### config.mk
export PLATFORM = sky130hd
export DESIGN_NAME = pst_top
export DESIGN_NICKNAME = d
export VERILOG_FILES = /design/src/logic/pst_pkg.sv /design/src/logic/pst_ctl_if.sv /design/src/logic/pst_service.sv /design/src/logic/pst_top.sv
export SDC_FILE = /design/constraint.sdc
export NUM_CORES = 1
export LEC_CHECK = 0
export BUFFER_PORTS_ARGS = -buffer_cell sky130_fd_sc_hd__buf_2
export CAP_MARGIN = 20
export CORE_AREA = 2 2 122 124
export DETAILED_ROUTE_END_ITERATION = 10
export DIE_AREA = 0 0 124 126
export GPL_TIMING_DRIVEN = 1
export PLACE_DENSITY_LB_ADDON = 0.1
export SYNTH_ARGS = -nofsm -noshare
export SYNTH_HDL_FRONTEND = slang
export SYNTH_SLANG_ARGS = --single-unit
### constraint.sdc
create_clock -name core_clk -period 1.9 [get_ports core_clk]
set_input_delay 0.38 -clock core_clk [delete_from_list [all_inputs] [get_ports core_clk]]
set_output_delay 0.38 -clock core_clk [all_outputs]
set_load 0.03 [all_outputs]
### src/logic/pst_pkg.sv
`default_nettype none
package pst_pkg;
    localparam int NUM_LEVELS = 16;
    localparam int CTRL_WIDTH = 8;
    localparam int ADDR_WIDTH = 4;
    // address: region in the upper two bits, offset in the lower two
    localparam logic [1:0] RGN_PRIMARY = 2'h0;
    localparam logic [1:0] RGN_SECONDARY = 2'h1;
    localparam logic [1:0] RGN_TRIGGER = 2'h2;
    localparam logic [1:0] RGN_CONTROL = 2'h3;
    localparam logic [1:0] OFS_COMMAND = 2'h0;
    localparam logic [1:0] OFS_TRIG_PRIMARY = 2'h0;
    localparam logic [1:0] OFS_TRIG_SECONDARY = 2'h1;
    localparam logic [1:0] OFS_ACK = 2'h0;
    localparam logic [1:0] OFS_EOS = 2'h1;
    localparam logic [1:0] OFS_STATUS = 2'h2;
    localparam logic [1:0] OFS_MASK = 2'h3;
    // command word layout
    localparam int CW_SELECT_LSB = 3;
    localparam logic [1:0] CW_SELECT_THIRD = 2'h1;
    localparam int CW_READ_LSB = 0;
    localparam logic [1:0] RD_CMD_PENDING = 2'h2;
    localparam logic [1:0] RD_CMD_IN_SERVICE = 2'h3;
    // trigger-mode bytes: writable bits, others read zero
    localparam logic [7:0] TRIG_PRIMARY_WMASK = 8'hF8;
    localparam logic [7:0] TRIG_SECONDARY_WMASK = 8'hDE;
    localparam logic [7:0] TRIG_RESET = 8'h00;
    localparam logic [2:0] CASCADE_LEVEL = 3'h2;
    localparam int EOS_LEVEL_LSB = 0;
    localparam int VECTOR_VALID_BIT = 7;
    localparam logic [7:0] VECTOR_RESET = 8'h00;
    // interrupt status bits
    localparam int ST_DELIVER = 0;
    localparam int ST_SPURIOUS_ACK = 1;
    localparam int ST_EOS_IDLE = 2;
    localparam int ST_CASCADE_ACK = 3;
    localparam logic [7:0] STATUS_WMASK = 8'h0F;
    localparam logic [7:0] STATUS_RESET = 8'h00;
    localparam logic [7:0] MASK_RESET = 8'h00;
    typedef enum logic [1:0] {
        PST_SEL_PENDING = 2'b01,
        PST_SEL_IN_SERVICE = 2'b10
    } pst_rd_sel_t;
    // {found, index} of the lowest set bit, i.e. the highest priority
    function automatic logic [3:0] pst_first_set(input logic [7:0] v);
        logic [3:0] r;
        r = 4'h0;
        for (int i = 7; i >= 0; i--) begin
            if (v[i]) begin
                r = {1'b1, 3'(i)};
            end
        end
        return r;
    endfunction
    function automatic logic pst_hit(input logic [3:0] a,
        input logic [1:0] rgn, input logic [1:0] ofs);
        return a == {rgn, ofs};
    endfunction
endpackage
`default_nettype wire

### src/logic/pst_ctl_if.sv
`timescale 1ns/100ps
`default_nettype none
interface pst_ctl_if;
    logic [7:0] pending;
    logic ack;
    logic eos;
    logic [2:0] eos_level;
    logic [7:0] in_service;
    logic int_out;
    logic [2:0] top_level;
    logic eos_idle;
    modport ctrl (
        input pending, ack, eos, eos_level,
        output in_service, int_out, top_level, eos_idle
    );
    modport host (
        output pending, ack, eos, eos_level,
        input in_service, int_out, top_level, eos_idle
    );
endinterface
`default_nettype wire

### src/logic/pst_service.sv
`timescale 1ns/100ps
`default_nettype none
module pst_service (
    input wire logic core_clk, // system clock
    input wire logic rst, // synchronous reset, active high
    pst_ctl_if.ctrl c // one controller's request and service signals
);
    logic [7:0] in_service_r;
    logic [3:0] hi_service;
    logic [3:0] hi_deliver;
    logic [7:0] deliver;

    assign hi_service = pst_pkg::pst_first_set(in_service_r);

    // bit 0 is the highest priority of its controller
    always_comb begin
        for (int i = 0; i < 8; i++) begin
            deliver[i] = c.pending[i]
                && (!hi_service[3] || i < int'(hi_service[2:0]));
        end
    end

    assign hi_deliver = pst_pkg::pst_first_set(deliver);
    assign c.int_out = hi_deliver[3];
    assign c.top_level = hi_deliver[2:0];
    assign c.in_service = in_service_r;
    assign c.eos_idle = c.eos && !in_service_r[c.eos_level];

    // an acknowledge in the same cycle as an end-of-service wins
    always_ff @(posedge core_clk) begin
        if (rst) begin
            in_service_r <= 8'h00;
        end else begin
            for (int i = 0; i < 8; i++) begin
                if (c.ack && hi_deliver[3] && hi_deliver[2:0] == 3'(i)) begin
                    in_service_r[i] <= 1'b1;
                end else if (c.eos && c.eos_level == 3'(i)) begin
                    in_service_r[i] <= 1'b0;
                end
            end
        end
    end
endmodule // pst_service
`default_nettype wire

### src/logic/pst_top.sv
// Operation
// - pending byte records every edge-mode request not yet acknowledged; level-mode bits follow the request line
// - pending bit is one while a request waits, else zero
// - primary bit n is level n; secondary bit n is level n+8
// - pending byte is read-only, read at command offset after selection
// - in-service bit set on acknowledge, held until end-of-service
// - while in service, equal or lower priority requests are not delivered
// - higher priority requests are still delivered, allowing nesting
// - in-service byte is read-only, read at command offset after selection
// - trigger-mode bit zero means edge, one means level
// - reset puts every input into rising-edge mode
// - primary trigger bits 7 to 3 select mode of levels 7 to 3
// - primary trigger bits 2 to 0 read zero; levels 2-0 edge
// - secondary trigger bits 7,6,4,3,2,1 select levels 15,14,12,11,10,9
// - secondary trigger bits 5 and 0 read zero; levels 13, 8 edge
// - trigger bytes directly addressed, read/write, primary 0, secondary 1
// - read selection 2 returns pending byte, 3 returns in-service byte
// - selection holds for every later read until changed
//
// The implementer's own choice: the plain strobed port.
`timescale 1ns/100ps
`default_nettype none
module pst_top (
    input wire logic core_clk, // system clock, 125 MHz
    input wire logic rst, // synchronous reset, active high
    input wire logic [3:0] addr, // register address
    input wire logic [7:0] wr_data, // register write data
    input wire logic wr_en, // write strobe
    input wire logic rd_en, // read strobe
    output logic [7:0] rd_data, // read data, cycle after rd_en
    input wire logic [15:0] req, // interrupt request inputs
    output logic cpu_int, // interrupt toward the processor
    output logic irq // status interrupt, level
);
    // trigger-mode bytes
    logic [7:0] trig_pri_r;
    logic [7:0] trig_sec_r;
    logic [15:0] trig_mode;

    // request sampling and pending state
    logic [15:0] req_d_r;
    logic [15:0] pending_r;
    logic [15:0] pend_clear;

    // read selection per controller
    pst_pkg::pst_rd_sel_t sel_pri_r;
    pst_pkg::pst_rd_sel_t sel_sec_r;

    // acknowledge and end-of-service
    logic ack_wr;
    logic eos_wr;
    logic cascade_hit;
    logic [7:0] vector_r;
    logic [7:0] vector_nxt;
    logic [3:0] eos_level;

    // interrupt status
    logic [7:0] status_r;
    logic [7:0] mask_r;
    logic [7:0] events;
    logic cpu_int_r;
    logic irq_r;

    // read path
    logic [7:0] rd_data_r;
    logic [7:0] rd_mux;
    logic [7:0] pri_pend_view;

    // register decode
    logic wr_cmd_pri;
    logic wr_cmd_sec;
    logic wr_trig_pri;
    logic wr_trig_sec;
    logic wr_status;
    logic wr_mask;
    logic cw_third;
    logic cw_read_cmd;
    pst_pkg::pst_rd_sel_t cw_sel;

    pst_ctl_if pri_if ();
    pst_ctl_if sec_if ();

    pst_service u_primary (
        .core_clk(core_clk),
        .rst(rst),
        .c(pri_if.ctrl)
    );

    pst_service u_secondary (
        .core_clk(core_clk),
        .rst(rst),
        .c(sec_if.ctrl)
    );

    assign wr_cmd_pri = wr_en && pst_pkg::pst_hit(addr,
        pst_pkg::RGN_PRIMARY, pst_pkg::OFS_COMMAND);
    assign wr_cmd_sec = wr_en && pst_pkg::pst_hit(addr,
        pst_pkg::RGN_SECONDARY, pst_pkg::OFS_COMMAND);
    assign wr_trig_pri = wr_en && pst_pkg::pst_hit(addr,
        pst_pkg::RGN_TRIGGER, pst_pkg::OFS_TRIG_PRIMARY);
    assign wr_trig_sec = wr_en && pst_pkg::pst_hit(addr,
        pst_pkg::RGN_TRIGGER, pst_pkg::OFS_TRIG_SECONDARY);
    assign ack_wr = wr_en && pst_pkg::pst_hit(addr,
        pst_pkg::RGN_CONTROL, pst_pkg::OFS_ACK);
    assign eos_wr = wr_en && pst_pkg::pst_hit(addr,
        pst_pkg::RGN_CONTROL, pst_pkg::OFS_EOS);
    assign wr_status = wr_en && pst_pkg::pst_hit(addr,
        pst_pkg::RGN_CONTROL, pst_pkg::OFS_STATUS);
    assign wr_mask = wr_en && pst_pkg::pst_hit(addr,
        pst_pkg::RGN_CONTROL, pst_pkg::OFS_MASK);

    // only the third command word with a read command changes selection
    assign cw_third = wr_data[pst_pkg::CW_SELECT_LSB +: 2]
        == pst_pkg::CW_SELECT_THIRD;
    assign cw_read_cmd = wr_data[pst_pkg::CW_READ_LSB +: 2]
        == pst_pkg::RD_CMD_PENDING
        || wr_data[pst_pkg::CW_READ_LSB +: 2]
        == pst_pkg::RD_CMD_IN_SERVICE;
    assign cw_sel = (wr_data[pst_pkg::CW_READ_LSB +: 2]
        == pst_pkg::RD_CMD_IN_SERVICE)
        ? pst_pkg::PST_SEL_IN_SERVICE : pst_pkg::PST_SEL_PENDING;

    // trigger-mode bytes; fixed-edge bits never store a one
    always_ff @(posedge core_clk) begin
        if (rst) begin
            trig_pri_r <= pst_pkg::TRIG_RESET;
        end else if (wr_trig_pri) begin
            trig_pri_r <= wr_data & pst_pkg::TRIG_PRIMARY_WMASK;
        end
    end

    always_ff @(posedge core_clk) begin
        if (rst) begin
            trig_sec_r <= pst_pkg::TRIG_RESET;
        end else if (wr_trig_sec) begin
            trig_sec_r <= wr_data & pst_pkg::TRIG_SECONDARY_WMASK;
        end
    end

    assign trig_mode = {trig_sec_r, trig_pri_r};

    // previous request level for rising-edge detection
    always_ff @(posedge core_clk) begin
        if (rst) begin
            req_d_r <= 16'h0000;
        end else begin
            req_d_r <= req;
        end
    end

    // a cascade acknowledge is taken by the secondary, not external level 2
    always_comb begin
        pend_clear = 16'h0000;
        if (ack_wr && pri_if.int_out && !cascade_hit) begin
            pend_clear[{1'b0, pri_if.top_level}] = 1'b1;
        end
        if (ack_wr && cascade_hit) begin
            pend_clear[{1'b1, sec_if.top_level}] = 1'b1;
        end
    end

    // rising edge set wins over an acknowledge clear in the same cycle
    for (genvar i = 0; i < pst_pkg::NUM_LEVELS; i++) begin : g_pend
        always_ff @(posedge core_clk) begin
            if (rst) begin
                pending_r[i] <= 1'b0;
            end else if (trig_mode[i]) begin
                pending_r[i] <= req[i];
            end else if (req[i] && !req_d_r[i]) begin
                pending_r[i] <= 1'b1;
            end else if (pend_clear[i]) begin
                pending_r[i] <= 1'b0;
            end
        end
    end

    // secondary request enters the primary at the cascade level
    always_comb begin
        pri_pend_view = pending_r[7:0];
        pri_pend_view[pst_pkg::CASCADE_LEVEL] =
            pending_r[pst_pkg::CASCADE_LEVEL] | sec_if.int_out;
    end

    assign cascade_hit = pri_if.int_out && sec_if.int_out
        && pri_if.top_level == pst_pkg::CASCADE_LEVEL;

    assign pri_if.pending = pri_pend_view;
    assign sec_if.pending = pending_r[15:8];
    assign pri_if.ack = ack_wr;
    assign sec_if.ack = ack_wr && cascade_hit;

    // end-of-service write carries the level 0 to 15
    assign eos_level = wr_data[pst_pkg::EOS_LEVEL_LSB +: 4];
    assign pri_if.eos = eos_wr && !eos_level[3];
    assign sec_if.eos = eos_wr && eos_level[3];
    assign pri_if.eos_level = eos_level[2:0];
    assign sec_if.eos_level = eos_level[2:0];

    // acknowledge vector: valid bit and the level that went into service
    always_comb begin
        vector_nxt = 8'h00;
        if (cascade_hit) begin
            vector_nxt[pst_pkg::VECTOR_VALID_BIT] = 1'b1;
            vector_nxt[3:0] = {1'b1, sec_if.top_level};
        end else if (pri_if.int_out) begin
            vector_nxt[pst_pkg::VECTOR_VALID_BIT] = 1'b1;
            vector_nxt[3:0] = {1'b0, pri_if.top_level};
        end
    end

    always_ff @(posedge core_clk) begin
        if (rst) begin
            vector_r <= pst_pkg::VECTOR_RESET;
        end else if (ack_wr) begin
            vector_r <= vector_nxt;
        end
    end

    // selection persists across reads, only a new command changes it
    always_ff @(posedge core_clk) begin
        if (rst) begin
            sel_pri_r <= pst_pkg::PST_SEL_PENDING;
        end else if (wr_cmd_pri && cw_third && cw_read_cmd) begin
            sel_pri_r <= cw_sel;
        end
    end

    always_ff @(posedge core_clk) begin
        if (rst) begin
            sel_sec_r <= pst_pkg::PST_SEL_PENDING;
        end else if (wr_cmd_sec && cw_third && cw_read_cmd) begin
            sel_sec_r <= cw_sel;
        end
    end

    // status events
    always_comb begin
        events = 8'h00;
        events[pst_pkg::ST_DELIVER] = pri_if.int_out && !cpu_int_r;
        events[pst_pkg::ST_SPURIOUS_ACK] = ack_wr && !pri_if.int_out;
        events[pst_pkg::ST_EOS_IDLE] = pri_if.eos_idle || sec_if.eos_idle;
        events[pst_pkg::ST_CASCADE_ACK] = ack_wr && cascade_hit;
    end

    // a new event beats a write-one-to-clear in the same cycle
    always_ff @(posedge core_clk) begin
        if (rst) begin
            status_r <= pst_pkg::STATUS_RESET;
        end else if (wr_status) begin
            status_r <= (status_r & ~(wr_data & pst_pkg::STATUS_WMASK))
                | events;
        end else begin
            status_r <= status_r | events;
        end
    end

    always_ff @(posedge core_clk) begin
        if (rst) begin
            mask_r <= pst_pkg::MASK_RESET;
        end else if (wr_mask) begin
            mask_r <= wr_data & pst_pkg::STATUS_WMASK;
        end
    end

    always_ff @(posedge core_clk) begin
        if (rst) begin
            irq_r <= 1'b0;
        end else begin
            irq_r <= |(status_r & mask_r);
        end
    end

    always_ff @(posedge core_clk) begin
        if (rst) begin
            cpu_int_r <= 1'b0;
        end else begin
            cpu_int_r <= pri_if.int_out;
        end
    end

    // read multiplexer; unmapped offsets read zero
    always_comb begin
        rd_mux = 8'h00;
        unique case (addr[3:2])
            pst_pkg::RGN_PRIMARY: begin
                if (addr[1:0] == pst_pkg::OFS_COMMAND) begin
                    rd_mux = (sel_pri_r == pst_pkg::PST_SEL_IN_SERVICE)
                        ? pri_if.in_service : pri_pend_view;
                end
            end
            pst_pkg::RGN_SECONDARY: begin
                if (addr[1:0] == pst_pkg::OFS_COMMAND) begin
                    rd_mux = (sel_sec_r == pst_pkg::PST_SEL_IN_SERVICE)
                        ? sec_if.in_service : pending_r[15:8];
                end
            end
            pst_pkg::RGN_TRIGGER: begin
                if (addr[1:0] == pst_pkg::OFS_TRIG_PRIMARY) begin
                    rd_mux = trig_pri_r;
                end else if (addr[1:0] == pst_pkg::OFS_TRIG_SECONDARY) begin
                    rd_mux = trig_sec_r;
                end
            end
            pst_pkg::RGN_CONTROL: begin
                unique case (addr[1:0])
                    pst_pkg::OFS_ACK: rd_mux = vector_r;
                    pst_pkg::OFS_EOS: rd_mux = 8'h00;
                    pst_pkg::OFS_STATUS: rd_mux = status_r;
                    pst_pkg::OFS_MASK: rd_mux = mask_r;
                endcase
            end
        endcase
    end

    // read data stand only in the cycle after the strobe
    always_ff @(posedge core_clk) begin
        if (rst) begin
            rd_data_r <= 8'h00;
        end else if (rd_en) begin
            rd_data_r <= rd_mux;
        end else begin
            rd_data_r <= 8'h00;
        end
    end

    assign rd_data = rd_data_r;
    assign cpu_int = cpu_int_r;
    assign irq = irq_r;
endmodule // pst_top
`default_nettype wire

==> impl_results.md <==
* Worst hold stages at 2
* Yosys top cell by area: dfxtp_1
* Slowest CP cell: dfxtp_4
* Highest net fanout along the worst path at 4
* CTS tree: done
* Clock skew at approximately 0.0081 ns
* Final WS setup at -0.208 ns
* Period utilization at 111%
* Area contributors post-synth: dfxtp_1, a21oi_1, mux2i_1, nor2_1, nand2_1
* MaxCap Viol Count at 0
* Drt first-iter violations at approximately 350
* Syn_area_per_cell at ~8.4 µm²
* Async set-or-reset flop fraction in the synthesized netlist at 0%
* I/O pin count at between 40 and 50
* Crit path launch type: register
* Slew @ Worst Pin at around 0.52 ns
* CP startpoint: u_secondary.c.in_service[1]
* PD cells at ~760 nW/µm²
* Rel. slew slack at ~65%
* DRC viols at 0
* Die H at 126 µm
* Reg2reg start: u_secondary.c.in_service[1]
* Layout fillers at between 1,000 and 1,500
* Mapped cell area at approximately 4300 µm²
* TritonCTS Buffers at 9
* EDFF count, synth at 0
* CP Depth at 10
* WL/cell at roughly 19 µm
* Delay-heaviest family, CP: buffers and inverters
* Critical-path cell list: buf_6, nor4_4, buf_4, o21ai_4, and4b_2, buf_6, o31ai_4, buf_4, o31ai_2, a21oi_1
* Post-Syn Instances at approximately 510
* Finish-stage setup viols at 25
* Initial antenna violation count at 0
* Ys Warns at 0
* Sequential share of the synthesized area at approximately 40%
* Initial core utilization at 30.2%
* Port Buffer Count at between 40 and 50
* Slew Limit Fails at 0
* Clk_lat worst skew at 0.36 ns
* Most common cell in the netlist: dfxtp_1
* Top cell type's share of synthesized area at between 30% and 40%
* HPWL after detailed placement at about 12 mm
* Main flop type after synthesis: dfxtp_1
* Core area at 14,300 µm²
* Syn nets at 545
* Clock Path Buffers at 2
* Critical Path RT at 2.19 ns
* Die Area at between 15,000 and 20,000 µm²
* Layout cells sized above 1 at a little under two fifths
* CP Capture Type: register
* Cell variety after synth at 67
* # rows at 44
* Final Hold Fails at 0
* GP Congestion at between 0.8 and 0.9
* VDD IR max at between 0.4 and 0.5 mV
* Gr usage total at 20.7%
* Util after Layout at between 40 and 50%
* Largest net degree at the start of global routing at 30
* H-tree Lvls at 3
* Routed wire length at 15.7 mm
* Global-route wire length before repair at about 24 mm
* Clock net sink count at 86
* Vias in the first global route at between 4,000 and 5,000
* Critical path class: reg -> reg
* Arrival @ worst endpoint at 2.39 ns
* Non-filler cells, final at roughly 840
* Pre-antenna DRT Iters at 5
* F_max at 0.474 GHz
* Via count at 4,346
* Placed cells at between 800 and 900
* Tmin final at approximately 2.1 ns
* Power Total at around 4.7 mW
* Worst-path clk slew at 0.06 ns
* Yosys reg bits at between 80 and 90
* Area grow syn2layout at 41.5%
* Max incr delay on CP at between 0.3 and 0.4 ns
* Outcome: complete, but fails checks
* Min-delay worst type: in -> reg
* Buf/Inv on CP at 4
* RSZ-0062 raised after global routing: true
* Routed Antenna Nets at 0
* Hold_sp: req[5]
* Die X at around 120 µm
* CTS root buf: clkbuf_16
* Diodes inserted at 0
* Leak at between 2 and 3 nW
* Vias per inst at approximately 5.2
* List of most frequent post-synthesis cells: dfxtp_1, nor2_1, nand2_1, a21oi_1, o21ai_0
* Congestion Overflow GR at 0
* Nets@finish at between 600 and 700
* Violated checks: negative setup slack
* Worst r2r path cells at 10
-- cell families after synthesis --
kind of cell	after synthesis	share of synthesized area, %
AND/OR/NAND/NOR	208	25.5
AO/OA/AOI/OAI	148	22.4
flip-flops	86	39.8
buffers and inverters	41	4.05
multiplexers	30	8.24
-- path summary, 6_finish.rpt --
path,slack [ns],to
worst max register to register,-0.21,pending_r[1]
worst min register to register,0.46,vector_r[1]
worst max-delay path,-0.21,pending_r[1]
worst min-delay path,0.25,req_d_r[5]
-- area by class of cell --
class                           instances  area (µm²)  area share (%)
Clock buffer                           11         243            3.97
Clock inverter                          4        95.1            1.55
Inverter                               12        45.0           0.736
Multi-Input combinational cell        386        2680            43.7
Sequential cell                        86        1730            28.3
Tap cell                              184         230            3.76
Timing Repair Buffer                  152        1100            17.9
-- registers in the layout, indices dropped and copies added, names as in the netlist, 2 cells and up --
name	count
trig_sec_r	6
vector_r	5
pending_r	16
status_r	4
sel_sec_r	2
u_primary.c.in_service	8
req_d_r	16
rd_data	8
trig_pri_r	5
sel_pri_r	2
u_secondary.c.in_service	8
mask_r	4
-- cell usage in the layout (no fill, tap or decap), types with 6 or more instances in the layout --
master / n
a21oi_1: 41
a21oi_2: 8
a22oi_1: 7
buf_2: 41
buf_4: 100
buf_6: 9
clkbuf_16: 9
dfxtp_1: 80
inv_1: 12
mux2i_1: 21
nand2_1: 44
nand2b_1: 18
nand3_1: 10
nor2_1: 51
nor2b_1: 24
nor3b_1: 6
o21ai_0: 32
-- stage by stage --
| stage | TNS, ns | worst slack (ns) | hold WS, ns | area (µm²) |
|---|---|---|---|---|
| after detailed placement | -3.66 | -0.306 | 0.447 | 5400 |
| after global placement | -2.67 | -0.282 | 0.442 | 5400 |
| final | -2.31 | -0.208 | 0.246 | 6120 |
| after CTS | -1.81 | -0.158 | 0.241 | 5940 |
| after floorplan | -0.0527 | -0.0527 | 0.432 | 4370 |
| after global routing | -5.46 | -0.318 | 0.256 | 6120 |
-- timing repair --
item                                    in CTS  in global routing
hold buffers                                 0                  0
endpoints found under the setup margin      27                 35
pin swaps                                   25                 18
setup buffers                                9                  5
resized for setup                           38                 34
-- routing by layer --
| layer | share of wire (%) | global-route usage (%) |
|---|---|---|
| met2 | 47 | 32.4 |
| met4 | 2.2 | 7.80 |
| met1 | 47 | 28.6 |
| met5 | 0 | 0 |
| met3 | 4.0 | 3.13 |
-- where the power goes --
group          switching, mW  internal (mW)
logic                  0.369          0.313
clock network          0.749           1.31
registers             0.0547           1.86
total                   1.17           3.49
Power figures use the tool's default switching activity.
